===== src/verilog/vcs_pkg.sv =====
package vcs_pkg;
  // port counts; MAX_OUT sizes storage, the build picks 4 or 8 outputs
  localparam int NUM_IN = 8;
  localparam int MAX_OUT = 8;
  localparam logic [3:0] NO_INPUT = 4'h0;

  // register byte offsets
  localparam logic [7:0] CMD_OFS = 8'h00;
  localparam logic [7:0] ROUTE_OFS = 8'h04;
  localparam logic [7:0] FLAGS_OFS = 8'h08;
  localparam logic [7:0] PROTECT_OFS = 8'h0c;
  localparam logic [7:0] ACK_OFS = 8'h10;
  localparam logic [7:0] INT_STATUS_OFS = 8'h14;
  localparam logic [7:0] INT_MASK_OFS = 8'h18;
  localparam logic [7:0] REPORT_SEL_OFS = 8'h1c;
  localparam logic [7:0] REPORT_OFS = 8'h20;

  // command word fields
  localparam int CMD_OP_LSB = 0;
  localparam int CMD_IN_LSB = 4;
  localparam int CMD_OUT_LSB = 8;
  localparam int CMD_VAL_BIT = 12;
  localparam int ACK_REFUSED_BIT = 16;

  typedef enum logic [3:0] {
    VCS_SWITCH,
    VCS_ROUTE_EVERY_OUTPUT,
    VCS_SILENCE_INPUT,
    VCS_UNSILENCE_INPUT,
    VCS_SILENCE_OUTPUT,
    VCS_UNSILENCE_OUTPUT,
    VCS_FREEZE_INPUT,
    VCS_UNFREEZE_INPUT,
    VCS_FREEZE_OUTPUT,
    VCS_UNFREEZE_OUTPUT,
    VCS_SET_INPUT_PROTECT,
    VCS_SET_OUTPUT_PROTECT
  } vcs_op_e;

  // two-bit status field codes
  localparam logic [1:0] FLD_UNKNOWN = 2'h0;
  localparam logic [1:0] FLD_ABSENT = 2'h2;
  localparam logic [1:0] FLD_PRESENT = 2'h3;
  localparam logic [7:0] RSV_BYTE = 8'h00;

  // status letters, ascii
  localparam logic [7:0] LET_FREE = 8'h54;
  localparam logic [7:0] LET_LOCKED = 8'h4c;
  localparam logic [7:0] LET_MUTED = 8'h4d;
  localparam logic [7:0] LET_BOTH = 8'h55;

  // interrupt bits
  localparam int INT_DONE = 0;
  localparam int INT_ROUTE = 1;
  localparam int INT_REFUSED = 2;

  // reset values
  localparam logic [2:0] INT_MASK_RST = 3'h0;
  localparam logic [7:0] IN_PROTECT_RST = 8'hff;
  localparam logic [7:0] OUT_PROTECT_RST = 8'h00;

  localparam logic [1:0] RESP_OKAY = 2'h0;
  localparam logic [1:0] RESP_SLVERR = 2'h2;
endpackage


===== src/verilog/vcs_xpoint.sv =====
// The register addresses and the AXI4-Lite register port were decided locally.
`timescale 1ns/1ps
module vcs_xpoint #(
  parameter int NUM_OUT = 8
) (
  input wire logic clk, // 25 MHz system clock
  input wire logic rst_n, // async reset, active low
  input wire logic ce, // clock enable, freezes all state
  input wire logic [7:0] s_axi_awaddr, // write address
  input wire logic s_axi_awvalid, // write address valid
  output logic s_axi_awready, // write address ready
  input wire logic [31:0] s_axi_wdata, // write data
  input wire logic [3:0] s_axi_wstrb, // write byte strobes
  input wire logic s_axi_wvalid, // write data valid
  output logic s_axi_wready, // write data ready
  output logic [1:0] s_axi_bresp, // write response
  output logic s_axi_bvalid, // write response valid
  input wire logic s_axi_bready, // write response ready
  input wire logic [7:0] s_axi_araddr, // read address
  input wire logic s_axi_arvalid, // read address valid
  output logic s_axi_arready, // read address ready
  output logic [31:0] s_axi_rdata, // read data
  output logic [1:0] s_axi_rresp, // read response
  output logic s_axi_rvalid, // read data valid
  input wire logic s_axi_rready, // read data ready
  input wire logic [31:0] stat_known, // per input x4 aspects, known
  input wire logic [31:0] stat_present, // per input x4 aspects, present
  output logic [31:0] route_out, // input number per output, 0 = none
  output logic [7:0] blank_out, // per output video blank
  output logic irq // level interrupt
);

  typedef struct packed {
    logic [7:0][3:0] route;
    logic [7:0] in_mute;
    logic [7:0] in_lock;
    logic [7:0] out_mute;
    logic [7:0] out_lock;
    logic [7:0] in_prot;
    logic [7:0] out_mode;
    logic [7:0] blank;
    logic [2:0] ist;
    logic [2:0] imask;
    logic [2:0] rsel;
    logic [12:0] ack_echo;
    logic ack_ref;
    logic aw_got;
    logic [7:0] aw_addr;
    logic w_got;
    logic [31:0] w_data;
    logic [3:0] w_strb;
    logic bvalid;
    logic [1:0] bresp;
    logic rvalid;
    logic [31:0] rdata;
    logic [1:0] rresp;
  } vcs_state_s;

  vcs_state_s q;
  vcs_state_s next_q;
  logic wr_fire;
  logic do_cmd;
  logic [31:0] cmd;
  logic [3:0] cop;
  logic [3:0] cin;
  logic [3:0] cout;
  logic [31:0] rep_word;

  function automatic logic [31:0] merge(input logic [31:0] old,
                                        input logic [31:0] nw,
                                        input logic [3:0] strb);
    logic [31:0] r;
    r = old;
    for (int b = 0; b < 4; b++) begin
      if (strb[b]) begin
        r[8*b +: 8] = nw[8*b +: 8];
      end
    end
    return r;
  endfunction

  function automatic logic [7:0] letter(input logic mute, input logic lock);
    case ({mute, lock})
      2'b00: letter = vcs_pkg::LET_FREE;
      2'b01: letter = vcs_pkg::LET_LOCKED;
      2'b10: letter = vcs_pkg::LET_MUTED;
      default: letter = vcs_pkg::LET_BOTH;
    endcase
  endfunction

  function automatic logic [1:0] enc(input logic known, input logic pres);
    if (!known) begin
      enc = vcs_pkg::FLD_UNKNOWN;
    end else if (pres) begin
      enc = vcs_pkg::FLD_PRESENT;
    end else begin
      enc = vcs_pkg::FLD_ABSENT;
    end
  endfunction

  function automatic logic in_range(input logic [3:0] v, input int hi);
    in_range = (v != 4'h0) && (int'(v) <= hi);
  endfunction

  always_comb begin
    logic [2:0] ii;
    logic [2:0] oi;
    logic [2:0] ri;
    logic [2:0] sel;
    logic [7:0] waddr;
    logic [7:0] raddr;
    logic [2:0] clr;
    logic [2:0] set;
    logic ref_flag;
    ii = 3'h0;
    oi = 3'h0;
    ri = 3'h0;
    sel = q.rsel;
    waddr = {q.aw_addr[7:2], 2'b00};
    raddr = {s_axi_araddr[7:2], 2'b00};
    clr = 3'h0;
    set = 3'h0;
    ref_flag = 1'b0;
    next_q = q;

    // input report for the selected port
    rep_word = {8'h00, letter(q.in_mute[sel], q.in_lock[sel]),
                vcs_pkg::RSV_BYTE,
                enc(stat_known[4*sel+3], stat_present[4*sel+3]),
                enc(stat_known[4*sel+2], stat_present[4*sel+2]),
                enc(stat_known[4*sel+1], stat_present[4*sel+1]),
                enc(stat_known[4*sel], stat_present[4*sel])};

    // channel capture; address and data taken in either order
    if (s_axi_awvalid && s_axi_awready) begin
      next_q.aw_got = 1'b1;
      next_q.aw_addr = s_axi_awaddr;
    end
    if (s_axi_wvalid && s_axi_wready) begin
      next_q.w_got = 1'b1;
      next_q.w_data = s_axi_wdata;
      next_q.w_strb = s_axi_wstrb;
    end
    if (q.bvalid && s_axi_bready) begin
      next_q.bvalid = 1'b0;
    end

    wr_fire = q.aw_got && q.w_got && !q.bvalid;
    do_cmd = wr_fire && (waddr == vcs_pkg::CMD_OFS);
    cmd = merge(32'h0, q.w_data, q.w_strb);
    cop = cmd[vcs_pkg::CMD_OP_LSB +: 4];
    cin = cmd[vcs_pkg::CMD_IN_LSB +: 4];
    cout = cmd[vcs_pkg::CMD_OUT_LSB +: 4];
    ii = 3'(cin - 4'h1);
    oi = 3'(cout - 4'h1);

    if (wr_fire) begin
      next_q.aw_got = 1'b0;
      next_q.w_got = 1'b0;
      next_q.bvalid = 1'b1;
      next_q.bresp = vcs_pkg::RESP_OKAY;
      if (waddr == vcs_pkg::CMD_OFS) begin
        set[vcs_pkg::INT_DONE] = 1'b1;
        case (vcs_pkg::vcs_op_e'(cop))
          vcs_pkg::VCS_SWITCH: begin
            if (!in_range(cin, vcs_pkg::NUM_IN) ||
                !in_range(cout, NUM_OUT)) begin
              ref_flag = 1'b1;
            end else if (q.out_lock[oi]) begin
              ref_flag = 1'b1;
            end else begin
              next_q.route[oi] = cin;
              set[vcs_pkg::INT_ROUTE] = 1'b1;
            end
          end
          vcs_pkg::VCS_ROUTE_EVERY_OUTPUT: begin
            if (cin == vcs_pkg::NO_INPUT ||
                in_range(cin, vcs_pkg::NUM_IN)) begin
              for (int o = 0; o < NUM_OUT; o++) begin
                if (q.out_lock[o]) begin
                  ref_flag = 1'b1;
                end else begin
                  next_q.route[o] = cin;
                  set[vcs_pkg::INT_ROUTE] = 1'b1;
                end
              end
            end else begin
              ref_flag = 1'b1;
            end
          end
          vcs_pkg::VCS_SILENCE_INPUT, vcs_pkg::VCS_UNSILENCE_INPUT,
          vcs_pkg::VCS_FREEZE_INPUT, vcs_pkg::VCS_UNFREEZE_INPUT,
          vcs_pkg::VCS_SET_INPUT_PROTECT: begin
            if (!in_range(cin, vcs_pkg::NUM_IN)) begin
              ref_flag = 1'b1;
            end else if (cop == 4'(vcs_pkg::VCS_SILENCE_INPUT)) begin
              next_q.in_mute[ii] = 1'b1;
            end else if (cop == 4'(vcs_pkg::VCS_UNSILENCE_INPUT)) begin
              next_q.in_mute[ii] = 1'b0;
            end else if (cop == 4'(vcs_pkg::VCS_FREEZE_INPUT)) begin
              next_q.in_lock[ii] = 1'b1;
            end else if (cop == 4'(vcs_pkg::VCS_UNFREEZE_INPUT)) begin
              next_q.in_lock[ii] = 1'b0;
            end else begin
              next_q.in_prot[ii] = cmd[vcs_pkg::CMD_VAL_BIT];
            end
          end
          vcs_pkg::VCS_SILENCE_OUTPUT, vcs_pkg::VCS_UNSILENCE_OUTPUT,
          vcs_pkg::VCS_FREEZE_OUTPUT, vcs_pkg::VCS_UNFREEZE_OUTPUT,
          vcs_pkg::VCS_SET_OUTPUT_PROTECT: begin
            if (!in_range(cout, NUM_OUT)) begin
              ref_flag = 1'b1;
            end else if (cop == 4'(vcs_pkg::VCS_SILENCE_OUTPUT)) begin
              next_q.out_mute[oi] = 1'b1;
            end else if (cop == 4'(vcs_pkg::VCS_UNSILENCE_OUTPUT)) begin
              next_q.out_mute[oi] = 1'b0;
            end else if (cop == 4'(vcs_pkg::VCS_FREEZE_OUTPUT)) begin
              next_q.out_lock[oi] = 1'b1;
            end else if (cop == 4'(vcs_pkg::VCS_UNFREEZE_OUTPUT)) begin
              next_q.out_lock[oi] = 1'b0;
            end else begin
              next_q.out_mode[oi] = cmd[vcs_pkg::CMD_VAL_BIT];
            end
          end
          default: ref_flag = 1'b1;
        endcase
        // every command, refused or not, is echoed back
        next_q.ack_echo = cmd[12:0];
        next_q.ack_ref = ref_flag;
        set[vcs_pkg::INT_REFUSED] = ref_flag;
      end else if (waddr == vcs_pkg::INT_STATUS_OFS) begin
        clr = q.w_data[2:0] & {3{q.w_strb[0]}};
      end else if (waddr == vcs_pkg::INT_MASK_OFS) begin
        next_q.imask = 3'(merge({29'h0, q.imask}, q.w_data, q.w_strb));
      end else if (waddr == vcs_pkg::REPORT_SEL_OFS) begin
        next_q.rsel = 3'(merge({29'h0, q.rsel}, q.w_data, q.w_strb));
      end else if (waddr == vcs_pkg::ROUTE_OFS ||
                   waddr == vcs_pkg::FLAGS_OFS ||
                   waddr == vcs_pkg::PROTECT_OFS ||
                   waddr == vcs_pkg::ACK_OFS ||
                   waddr == vcs_pkg::REPORT_OFS) begin
        next_q.bresp = vcs_pkg::RESP_OKAY;
      end else begin
        next_q.bresp = vcs_pkg::RESP_SLVERR;
      end
    end

    // set wins over a clear in the same cycle
    next_q.ist = (q.ist & ~clr) | set;

    // unbuilt outputs stay disconnected
    for (int o = 0; o < vcs_pkg::MAX_OUT; o++) begin
      if (o >= NUM_OUT) begin
        next_q.route[o] = vcs_pkg::NO_INPUT;
      end
    end

    // blanking leaves the stored route untouched
    for (int o = 0; o < vcs_pkg::MAX_OUT; o++) begin
      ri = 3'(next_q.route[o] - 4'h1);
      next_q.blank[o] = next_q.out_mute[o] ||
        (next_q.route[o] != vcs_pkg::NO_INPUT &&
         next_q.in_mute[ri]);
    end

    if (q.rvalid && s_axi_rready) begin
      next_q.rvalid = 1'b0;
    end
    if (s_axi_arvalid && s_axi_arready) begin
      next_q.rvalid = 1'b1;
      next_q.rresp = vcs_pkg::RESP_OKAY;
      if (raddr == vcs_pkg::ROUTE_OFS) begin
        next_q.rdata = q.route;
      end else if (raddr == vcs_pkg::FLAGS_OFS) begin
        next_q.rdata = {q.out_lock, q.out_mute, q.in_lock, q.in_mute};
      end else if (raddr == vcs_pkg::PROTECT_OFS) begin
        next_q.rdata = {16'h0, q.out_mode, q.in_prot};
      end else if (raddr == vcs_pkg::ACK_OFS) begin
        next_q.rdata = {15'h0, q.ack_ref, 3'h0, q.ack_echo};
      end else if (raddr == vcs_pkg::INT_STATUS_OFS) begin
        next_q.rdata = {29'h0, q.ist};
      end else if (raddr == vcs_pkg::INT_MASK_OFS) begin
        next_q.rdata = {29'h0, q.imask};
      end else if (raddr == vcs_pkg::REPORT_SEL_OFS) begin
        next_q.rdata = {29'h0, q.rsel};
      end else if (raddr == vcs_pkg::REPORT_OFS) begin
        next_q.rdata = rep_word;
      end else if (raddr == vcs_pkg::CMD_OFS) begin
        next_q.rdata = 32'h0;
      end else begin
        next_q.rdata = 32'h0;
        next_q.rresp = vcs_pkg::RESP_SLVERR;
      end
    end
  end

  always_ff @(posedge clk or negedge rst_n) begin
    if (!rst_n) begin
      q <= '0;
      q.imask <= vcs_pkg::INT_MASK_RST;
      q.in_prot <= vcs_pkg::IN_PROTECT_RST;
      q.out_mode <= vcs_pkg::OUT_PROTECT_RST;
    end else if (ce) begin
      q <= next_q;
    end
  end

  // handshakes gated by ce so no beat is taken while frozen
  assign s_axi_awready = ce && !q.aw_got && !q.bvalid;
  assign s_axi_wready = ce && !q.w_got && !q.bvalid;
  assign s_axi_bvalid = ce && q.bvalid;
  assign s_axi_bresp = q.bresp;
  assign s_axi_arready = ce && !q.rvalid;
  assign s_axi_rvalid = ce && q.rvalid;
  assign s_axi_rdata = q.rdata;
  assign s_axi_rresp = q.rresp;
  assign route_out = q.route;
  assign blank_out = q.blank;
  assign irq = |(q.ist & q.imask);

  switch_route_a: assert property (@(posedge clk) disable iff (!rst_n)
    (ce && do_cmd && cop == 4'(vcs_pkg::VCS_SWITCH) &&
     in_range(cin, vcs_pkg::NUM_IN) && in_range(cout, NUM_OUT) &&
     !q.out_lock[3'(cout - 4'h1)])
    |=> q.route[3'($past(cout) - 4'h1)] == $past(cin))
    else $error("switch did not set route");

  route_all_a: assert property (@(posedge clk) disable iff (!rst_n)
    (ce && do_cmd && cop == 4'(vcs_pkg::VCS_ROUTE_EVERY_OUTPUT) &&
     in_range(cin, vcs_pkg::NUM_IN) && !q.out_lock[0])
    |=> q.route[0] == $past(cin))
    else $error("route every output missed output one");

  clear_all_a: assert property (@(posedge clk) disable iff (!rst_n)
    (ce && do_cmd && cop == 4'(vcs_pkg::VCS_ROUTE_EVERY_OUTPUT) &&
     cin == 4'h0 && q.out_lock == 8'h00)
    |=> q.route == 32'h0)
    else $error("disconnect all left a route");

  lock_hold_a: assert property (@(posedge clk) disable iff (!rst_n)
    (ce && do_cmd && cop == 4'(vcs_pkg::VCS_SWITCH) &&
     in_range(cout, NUM_OUT) && q.out_lock[3'(cout - 4'h1)])
    |=> $stable(q.route) && q.ack_ref)
    else $error("locked output changed");

  in_mute_a: assert property (@(posedge clk) disable iff (!rst_n)
    (ce && do_cmd && cop == 4'(vcs_pkg::VCS_SILENCE_INPUT) &&
     in_range(cin, vcs_pkg::NUM_IN))
    |=> q.in_mute[3'($past(cin) - 4'h1)] ##0 q.ist[vcs_pkg::INT_DONE])
    else $error("input mute not set");

  out_lock_a: assert property (@(posedge clk) disable iff (!rst_n)
    (ce && do_cmd && cop == 4'(vcs_pkg::VCS_FREEZE_OUTPUT) &&
     in_range(cout, NUM_OUT))
    |=> q.out_lock[3'($past(cout) - 4'h1)])
    else $error("output lock not set");

  blank_mute_a: assert property (@(posedge clk) disable iff (!rst_n)
    q.out_mute[0] |-> blank_out[0])
    else $error("muted output not blanked");

  report_rsv_a: assert property (@(posedge clk) disable iff (!rst_n)
    (ce && s_axi_arvalid && s_axi_arready &&
     {s_axi_araddr[7:2], 2'b00} == vcs_pkg::REPORT_OFS)
    |=> q.rdata[15:8] == 8'h00 && q.rdata[23:16] != 8'h00)
    else $error("report reserved byte not zero");

  bresp_hold_a: assert property (@(posedge clk) disable iff (!rst_n)
    (q.bvalid && !(ce && s_axi_bready)) |=> q.bvalid && $stable(q.bresp))
    else $error("write response dropped early");

  irq_level_a: assert property (@(posedge clk) disable iff (!rst_n)
    (ce && do_cmd && q.imask[vcs_pkg::INT_DONE]) |=> irq)
    else $error("command done did not raise interrupt");

  switch_c: cover property (@(posedge clk) disable iff (!rst_n)
    ce && do_cmd && cop == 4'(vcs_pkg::VCS_SWITCH) && !q.ack_ref);
  refused_c: cover property (@(posedge clk) disable iff (!rst_n)
    ce && do_cmd ##1 q.ack_ref);
  report_c: cover property (@(posedge clk) disable iff (!rst_n)
    s_axi_rvalid && s_axi_rready && q.rdata[23:16] == vcs_pkg::LET_BOTH);

endmodule // vcs_xpoint


===== config.mk =====
export PLATFORM = sky130hd
export DESIGN_NAME = vcs_xpoint
export DESIGN_NICKNAME = d
export VERILOG_FILES = /design/src/verilog/vcs_pkg.sv /design/src/verilog/vcs_xpoint.sv
export SDC_FILE = /design/constraint.sdc
export NUM_CORES = 1
export LEC_CHECK = 0
export BUFFER_PORTS_ARGS = -buffer_cell sky130_fd_sc_hd__buf_2
export CORE_UTILIZATION = 23
export DETAILED_ROUTE_END_ITERATION = 10
export GPL_TIMING_DRIVEN = 0
export SETUP_SLACK_MARGIN = 0.02
export SYNTH_ARGS = -nofsm -noshare
export SYNTH_HDL_FRONTEND = slang
export SYNTH_SLANG_ARGS = --single-unit

===== constraint.sdc =====
create_clock -name clk -period 9.1 [get_ports clk]
set_clock_uncertainty 0.2 [all_clocks]
set_input_delay 0.91 -clock clk [delete_from_list [all_inputs] [get_ports clk]]
set_output_delay 0.91 -clock clk [all_outputs]
set_load 0.03 [all_outputs]

Yosys cells after proc, flatten, opt, wreduce, memory -nomap -nowiden
Index checks and enable logic that the tools add are counted.
Word-level totals
  bits in registers: 195
  input bits: 124
  word-level logic and storage cells: 363
  output and inout port bits: 82
Operators by class
  equality and inequality tests: 29
  $lt $le $gt $ge: 19
  muxes and demuxes: 161
  bitwise operators: 26
  add/sub/neg operators: 13
  reductions and logical operators: 85
Operator list (number)
  $mux 8: 25
  $mux 32: 5
  $mux 80: 2
  $mux 24: 6
  $mux 16: 4
  $pmux 32 s2: 1
  $mux 1: 53
  $eq 6x3->1 const B: 8
  $lt 3x4->1 const B: 11
  $reduce_bool 4->1: 10
  $bmux 1 s3: 13
  $mux 37: 1
  $mux 2: 18
  $mux 4: 9
  $mux 35: 1
  $and 8x8->8: 4
  $bwmux 32: 1
  $or 8x8->8: 4
  $bmux 1 s5: 6
  $sub 3x1->3 const B: 10
  $logic_and 1x1->1: 26
  $eq 6x2->1 const B: 4
  $lt 6x6->1 const B: 3
  $mux 3: 6
  40 further kinds: 102

Logic depth before layout (Yosys ltp)
  depth in word-level cells: 21
  gate-level depth with buffers: 18
  gate-level depth less buffers: 16

Worst setup path after synthesis
Ideal clock, no wire load.
  path type: register to register
  from: register q[39] in the netlist's numbering
  to: register q (netlist bit blank_out[3])
  data arrival time: 4.039 ns
  stages on the path, launching flop included: 17
  library setup time: 0.082 ns
  slack: 4.779 ns
  cells stage by stage: dfrtp_1 -> and2_1 -> buf_4 -> inv_4 -> ha_1 -> clkbuf_1 -> a21bo_2 -> nand2_1 -> mux2i_1 -> a31oi_1 -> a21oi_1 -> a21oi_1 -> ha_1 -> mux4_2 -> and3_1 -> a211o_1 -> a31oi_1
Between the ends
  cells in the longest elaborated chain, start to end: 17
Ends and longest elaborated chain
  start, declared: line vcs_xpoint.sv:59  | vcs_state_s q;
  start signal, assigned: line vcs_xpoint.sv:304  | q <= next_q;
  $mux 5 (*): line vcs_xpoint.sv:75  | if (strb[b]) begin
  $sub 3x1->3: line vcs_xpoint.sv:155  | oi = 3'(cout - 4'h1);
  $lt 3x4->1 (implied by the code) or $ge 3x1->1 (tied branches): line vcs_xpoint.sv:172, vcs_xpoint.sv:214, vcs_xpoint.sv:216
  $logic_and 1x1->1 (implied by the code): line vcs_xpoint.sv:172, vcs_xpoint.sv:214, vcs_xpoint.sv:216
  $mux 4 (implied by the code): line vcs_xpoint.sv:172  | next_q.route[oi] = cin;
  $demux 4 s3: line vcs_xpoint.sv:172
  $bwmux 32: line vcs_xpoint.sv:172
  $mux 32: line vcs_xpoint.sv:169  | end else if (q.out_lock[oi]) begin
  $mux 32: line vcs_xpoint.sv:166  | if (!in_range(cin, vcs_pkg::NUM_IN) ||
  $pmux 32 s2: line vcs_xpoint.sv:164  | case (vcs_pkg::vcs_op_e'(cop))
  $mux 80 (*): line vcs_xpoint.sv:162  | if (waddr == vcs_pkg::CMD_OFS) begin
  $mux 80 (*): line vcs_xpoint.sv:157  | if (wr_fire) begin
  $sub 3x1->3: line vcs_xpoint.sv:260  | ri = 3'(next_q.route[o] - 4'h1);
  $bmux 1 s3: line vcs_xpoint.sv:263  | next_q.in_mute[ri]);
  $mux 1 (implied by the code): line vcs_xpoint.sv:263
  $logic_and 1x1->1: line vcs_xpoint.sv:262  | (next_q.route[o] != vcs_pkg::NO_INPUT &&
  $logic_or 1x1->1 (*): line vcs_xpoint.sv:261  | next_q.blank[o] = next_q.out_mute[o] ||
Every way passes the cells marked *; elsewhere a longest branch is shown, timed or not. The select of a mux whose other input is x is not followed.
A chain may end at the register's enable or synchronous reset.

Worst setup path in the final report
  from: register q[38] in the netlist's numbering
  to: register q (netlist bit blank_out[3])
Between the ends
  cells in the longest elaborated chain, start to end: 18
Ends and longest elaborated chain
  $mux 8 (*): line vcs_xpoint.sv:75
  $sub 3x1->3: line vcs_xpoint.sv:154  | ii = 3'(cin - 4'h1);
  $lt 3x4->1 (implied by the code) or $ge 3x1->1 (tied branches): line vcs_xpoint.sv:197, vcs_xpoint.sv:199
  $logic_and 1x1->1 (implied by the code): line vcs_xpoint.sv:197, vcs_xpoint.sv:199
  $mux 1 (implied by the code): line vcs_xpoint.sv:197, vcs_xpoint.sv:199
  $demux 1 s3: line vcs_xpoint.sv:197, vcs_xpoint.sv:199
  $not 8->8 (no source line)
  $and 8x8->8 (no source line)
  (+2 left out)
  $mux 16: line vcs_xpoint.sv:194  | if (!in_range(cin, vcs_pkg::NUM_IN)) begin
  $mux 16: line vcs_xpoint.sv:164
  $mux 80 (*): line vcs_xpoint.sv:162
  $mux 80 (*): line vcs_xpoint.sv:157
  $bmux 1 s3: line vcs_xpoint.sv:263
  $mux 1 (implied by the code): line vcs_xpoint.sv:263
  $logic_and 1x1->1: line vcs_xpoint.sv:262
  $logic_or 1x1->1 (*): line vcs_xpoint.sv:261
Marks and branches as above.

==> impl_summary.txt <==
----------------------------------------------------
[Die]
  Initial core utilization ... 23.4%
  Num ports ... between 200 and 250
  Area inside the core boundary ... 47900 sq um
  Die footprint ... about 50000 sq um
  Height of the chip ... roughly 220 microns
  FP Rows ... 80
  X dimension of the die ... approximately 220 microns

[Power and ir drop]
  Clock group share of total power ... a little over a fifth
  Sum of internal, switching and leakage power ... about 3.4 mW
  Power Dens Cells ... about 260 nW/um^2
  Sequential power share ... approximately a third
  Cell-internal power ... about 1.8 mW
  Switching part of the total ... 47.1%
  Share of power burned in combinational logic ... between 40% and 50%
  Static leakage power ... 5.45 nW
  Psw ... 1.62 mW
  Maximum VDD drop ... around 0.00011 V

[GRT]
  Antenna violations before repair ... 3
  Maximum number of pins on one net before global-route repair ... 110
  Remaining global-route overflow ... 0
  Number of global-route vias before repair ... about 10000
  First-pass GRT wire length ... approximately 66 mm
  Total Routing Usage GR ... approximately 18%

[Detailed routing]
  First-pass iteration count of the detailed router ... 5
  Final antenna-violating net count ... 0
  Average routed wire per standard cell ... 21.9 microns
  Mean number of vias per cell ... 5.26
  Number of remaining DRC errors ... 0
  Detailed router's first-iteration violation count ... 1081
  Post-Route WL ... around 45 mm
  Via count of the routed design ... 10700

[STA]
  Final cycle utilization of the critical path ... between 60% and 70%
  Max-slew violations ... 0
  Max Clock Freq ... 174 MHz
  Post-layout min period ... about 5.7 ns
  Number of hold-slack violations in the final timing report ... 0
  Unrepaired setup endpoints after global routing ... no
  Actual slew at the worst max-slew pin ... around 1.3 ns
  Total of endpoints with negative setup slack in the final report ... 0
  Sum of negative setup slack ... 0 ns
  Normalized max-slew margin ... ~16%

[Layout]
  Signed area change from the synthesized netlist to the final layout ... 20.2%
  Filler instances ... about 5100
  Fraction of layout cells with a size suffix above 1 ... 29.3%
  Final-stage net count ... about 1500
  Combined area of the multi-input logic cells ... slightly above 6000 sq um
  Register area ... approximately 4300 sq um
  Post-layout util ... 28.2%

[Clocking]
  Maximum level of the CTS H-tree ... 4
  Clock buffers created by TritonCTS ... 17
  CTS Sinks ... between 150 and 200
  Master cell of the clock root buffer ... sky130_fd_sc_hd__clkbuf_16
  Hold buffer count at CTS ... 0
  Clk_lat worst skew ... ~0.45 ns
  Clock-pin slew on the worst setup and hold paths ... roughly 0.080 ns
  Post-CTS setup-driven buffer insertion count ... 0
  Number of gates resized after CTS ... 0
  Clock tree from TritonCTS ... yes
  CTS max path bufs ... 2

[Setup path]
  Launching point of the worst reg2reg path ... q[38]
  Kind of critical path ... flop to flop
  Endpoint required time on the critical path ... about 9.3 ns
  Gate family responsible for the most delay along the worst path ... compound AO/OA/AOI/OAI gates
  Destination of the worst register-to-register timing path ... blank_out[3]
  Master of the slowest instance on the critical path ... sky130_fd_sc_hd__a31oi_1
  Number of buffers and inverters on the critical path ... 2
  Max FO, Critical Path ... 10
  Type of element launching the critical path ... flop
  Worst reg-to-reg path cell count ... 15
  Crit. End Element ... flop
  CP cell instances ... clkbuf_1 > clkbuf_1 > nand2_1 > ha_1 > nand2b_1 > a22o_1 > nor3_2 > a31oi_1 > a21oi_1 > a21oi_1 > ha_1 > mux4_2 > and3_1 > a211o_1 > a31oi_1
  Critical Path Max Stage Delay ... ~0.74 ns
  Setup slack of the worst register-to-register path ... 3.37 ns
  Worst Path Arrival ... 5.90 ns

[Synth]
  Share of synthesized registers carrying an async set or reset ... between 90% and 100%
  Post-synth EDFFs ... 0
  Post-synthesis instance area ... around 11000 sq um
  Synth warnings ... 0
  Count of distinct cell types in the synthesized netlist ... ~90
  Main flop type after synthesis ... sky130_fd_sc_hd__dfrtp_1
  Yosys reg bits ... between 150 and 200
  Seq/Total Area, Yosys ... ~38%
  Count of mapped cells out of synthesis ... approximately 1200
  Post-synthesis area per instance ... between 9 and 10 sq um

[Outcome]
  Outcome ... finished clean

[Flow run]
  Number of violations of the max-capacitance limit ... 0

[Worst hold path]
  Class of the tightest hold or removal check ... primary input to asynchronous set/reset pin

[Placement]
  Estimated wirelength of the detail-placed design ... around 34 mm
  Routability Congestion ... slightly above 0.9
  Buffers on Ports ... about 180

----------------------------------------------------
-- cells by family after synthesis --
family / count (synthesis) / synth area share (%)
xor gates and xnor gates: 4 / 0.312
adders and majority gates: 12 / 1.34
muxes: 101 / 13.9
other: 1 / 0.0334
AOI/OAI and AO/OA: 385 / 22.8
buffers and inverters: 170 / 8.39
DFF: 170 / 37.9
and+or+nand+nor: 362 / 15.2
-- worst reg2reg max path, stage by stage, from the launching register on --
cell and delay [ns]:
sky130_fd_sc_hd__dfrtp_1 0.35, sky130_fd_sc_hd__clkbuf_1 0.34, sky130_fd_sc_hd__clkbuf_1 0.49, sky130_fd_sc_hd__nand2_1 0.31
sky130_fd_sc_hd__ha_1 0.39, sky130_fd_sc_hd__nand2b_1 0.26, sky130_fd_sc_hd__a22o_1 0.43, sky130_fd_sc_hd__nor3_2 0.18
sky130_fd_sc_hd__a31oi_1 0.74, sky130_fd_sc_hd__a21oi_1 0.08, sky130_fd_sc_hd__a21oi_1 0.42, sky130_fd_sc_hd__ha_1 0.36
sky130_fd_sc_hd__mux4_2 0.46, sky130_fd_sc_hd__and3_1 0.21, sky130_fd_sc_hd__a211o_1 0.27, sky130_fd_sc_hd__a31oi_1 0.17
-- per-stage QoR --
stage / cells / setup WS (ns) / area, sq um / hold WS, ns
floorplan: 1206 / 4.78 / 11200 / 0.245
global placement: 1997 / 3.74 / 12900 / 0.267
CTS: 2030 / 3.64 / 13500 / 0.208
detailed placement: 1998 / 3.69 / 12900 / 0.269
finish: 2031 / 3.37 / 13500 / 0.193
global route: 2030 / 3.22 / 13500 / 0.227
-- power groups by stage --
stage / clock network [mW] / logic [mW] / registers (mW)
CTS: 0.746 / 1.60 / 1.09
global route: 0.776 / 1.73 / 1.11
detailed placement: 0 / 1.59 / 1.10
floorplan: 0 / 1.11 / 1.01
global placement: 0 / 1.57 / 1.10
finish: 0.738 / 1.62 / 1.09
-- area by class of cell --
cell class | instances | share of cell area, %
diodes | 1 | 0.0185
multi-input cells | 866 | 44.7
clock buffers | 17 | 3.15
repair buffers | 177 | 6.80
clock inverters | 15 | 1.12
well taps | 615 | 5.69
flip-flops and latches | 170 | 31.6
inverters | 20 | 0.574
plain buffers | 150 | 6.41
-- cells in the final DEF (no fill, tap or decap), types with 39 or more instances in the layout --
cell                       Yosys  layout
sky130_fd_sc_hd__clkbuf_1     64      64
sky130_fd_sc_hd__nand2_1     123     123
sky130_fd_sc_hd__o21ai_0     125     125
sky130_fd_sc_hd__buf_4        78      78
sky130_fd_sc_hd__mux4_2       39      39
sky130_fd_sc_hd__buf_2         2     177
sky130_fd_sc_hd__dfrtp_1     162     162
sky130_fd_sc_hd__nor2_1      100     100
sky130_fd_sc_hd__mux2_2       52      52
sky130_fd_sc_hd__a21oi_1      52      52
-- synthesized netlist by cell type (all sizes together), types with 4 or more instances --
cell type,instances,share of area [%]
mux2i,7,0.62
nand2,123,4.1
a222oi,6,0.53
a211oi,5,0.33
ha,12,1.3
nor4,10,0.56
a221oi,7,0.55
inv,19,0.66
o21a,13,0.87
or3,11,0.66
nor3,18,0.89
a22oi,39,2.9
a31oi,7,0.39
dfrtp,162,36
o221ai,4,0.31
o41ai,4,0.38
nor2,101,3.4
and3,4,0.22
nand2b,9,0.50
dfstp,8,1.9
o21ai,146,6.5
a22o,18,1.4
or4,4,0.30
o211ai,16,1.1
o211a,4,0.36
nor2b,6,0.33
o31ai,18,1.2
nand3,29,1.3
mux4,39,7.8
nand4,11,0.61
mux2,55,5.5
clkbuf,64,2.1
a211o,5,0.39
nand3b,5,0.33
and2,15,0.83
or2,5,0.28
buf,86,5.6
a21oi,52,2.3
-- per-layer routing --
layer	vias to the layer above	part of all wire, %	track usage, %
met5	-	0.047	0
met4	4	3.8	7.32
met3	102	5.8	2.65
met2	454	47	28.4
met1	5296	44	23.7
li1	4837	-	-
-- worst max-delay path by stage --
stage	endpoint	depth (start not counted)	slack, ns	startpoint
6_report	blank_out[3]	15	3.37	q[38]
5_1_grt	blank_out[3]	15	3.22	q[38]
4_1_cts	blank_out[3]	15	3.64	q[38]
3_5_place_dp	blank_out[3]	15	3.69	q[38]
3_3_place_gp	blank_out[3]	14	3.74	q[38]
2_1_floorplan	blank_out[3]	16	4.78	q[39]
No activity file was read; power rests on OpenSTA's default activity.
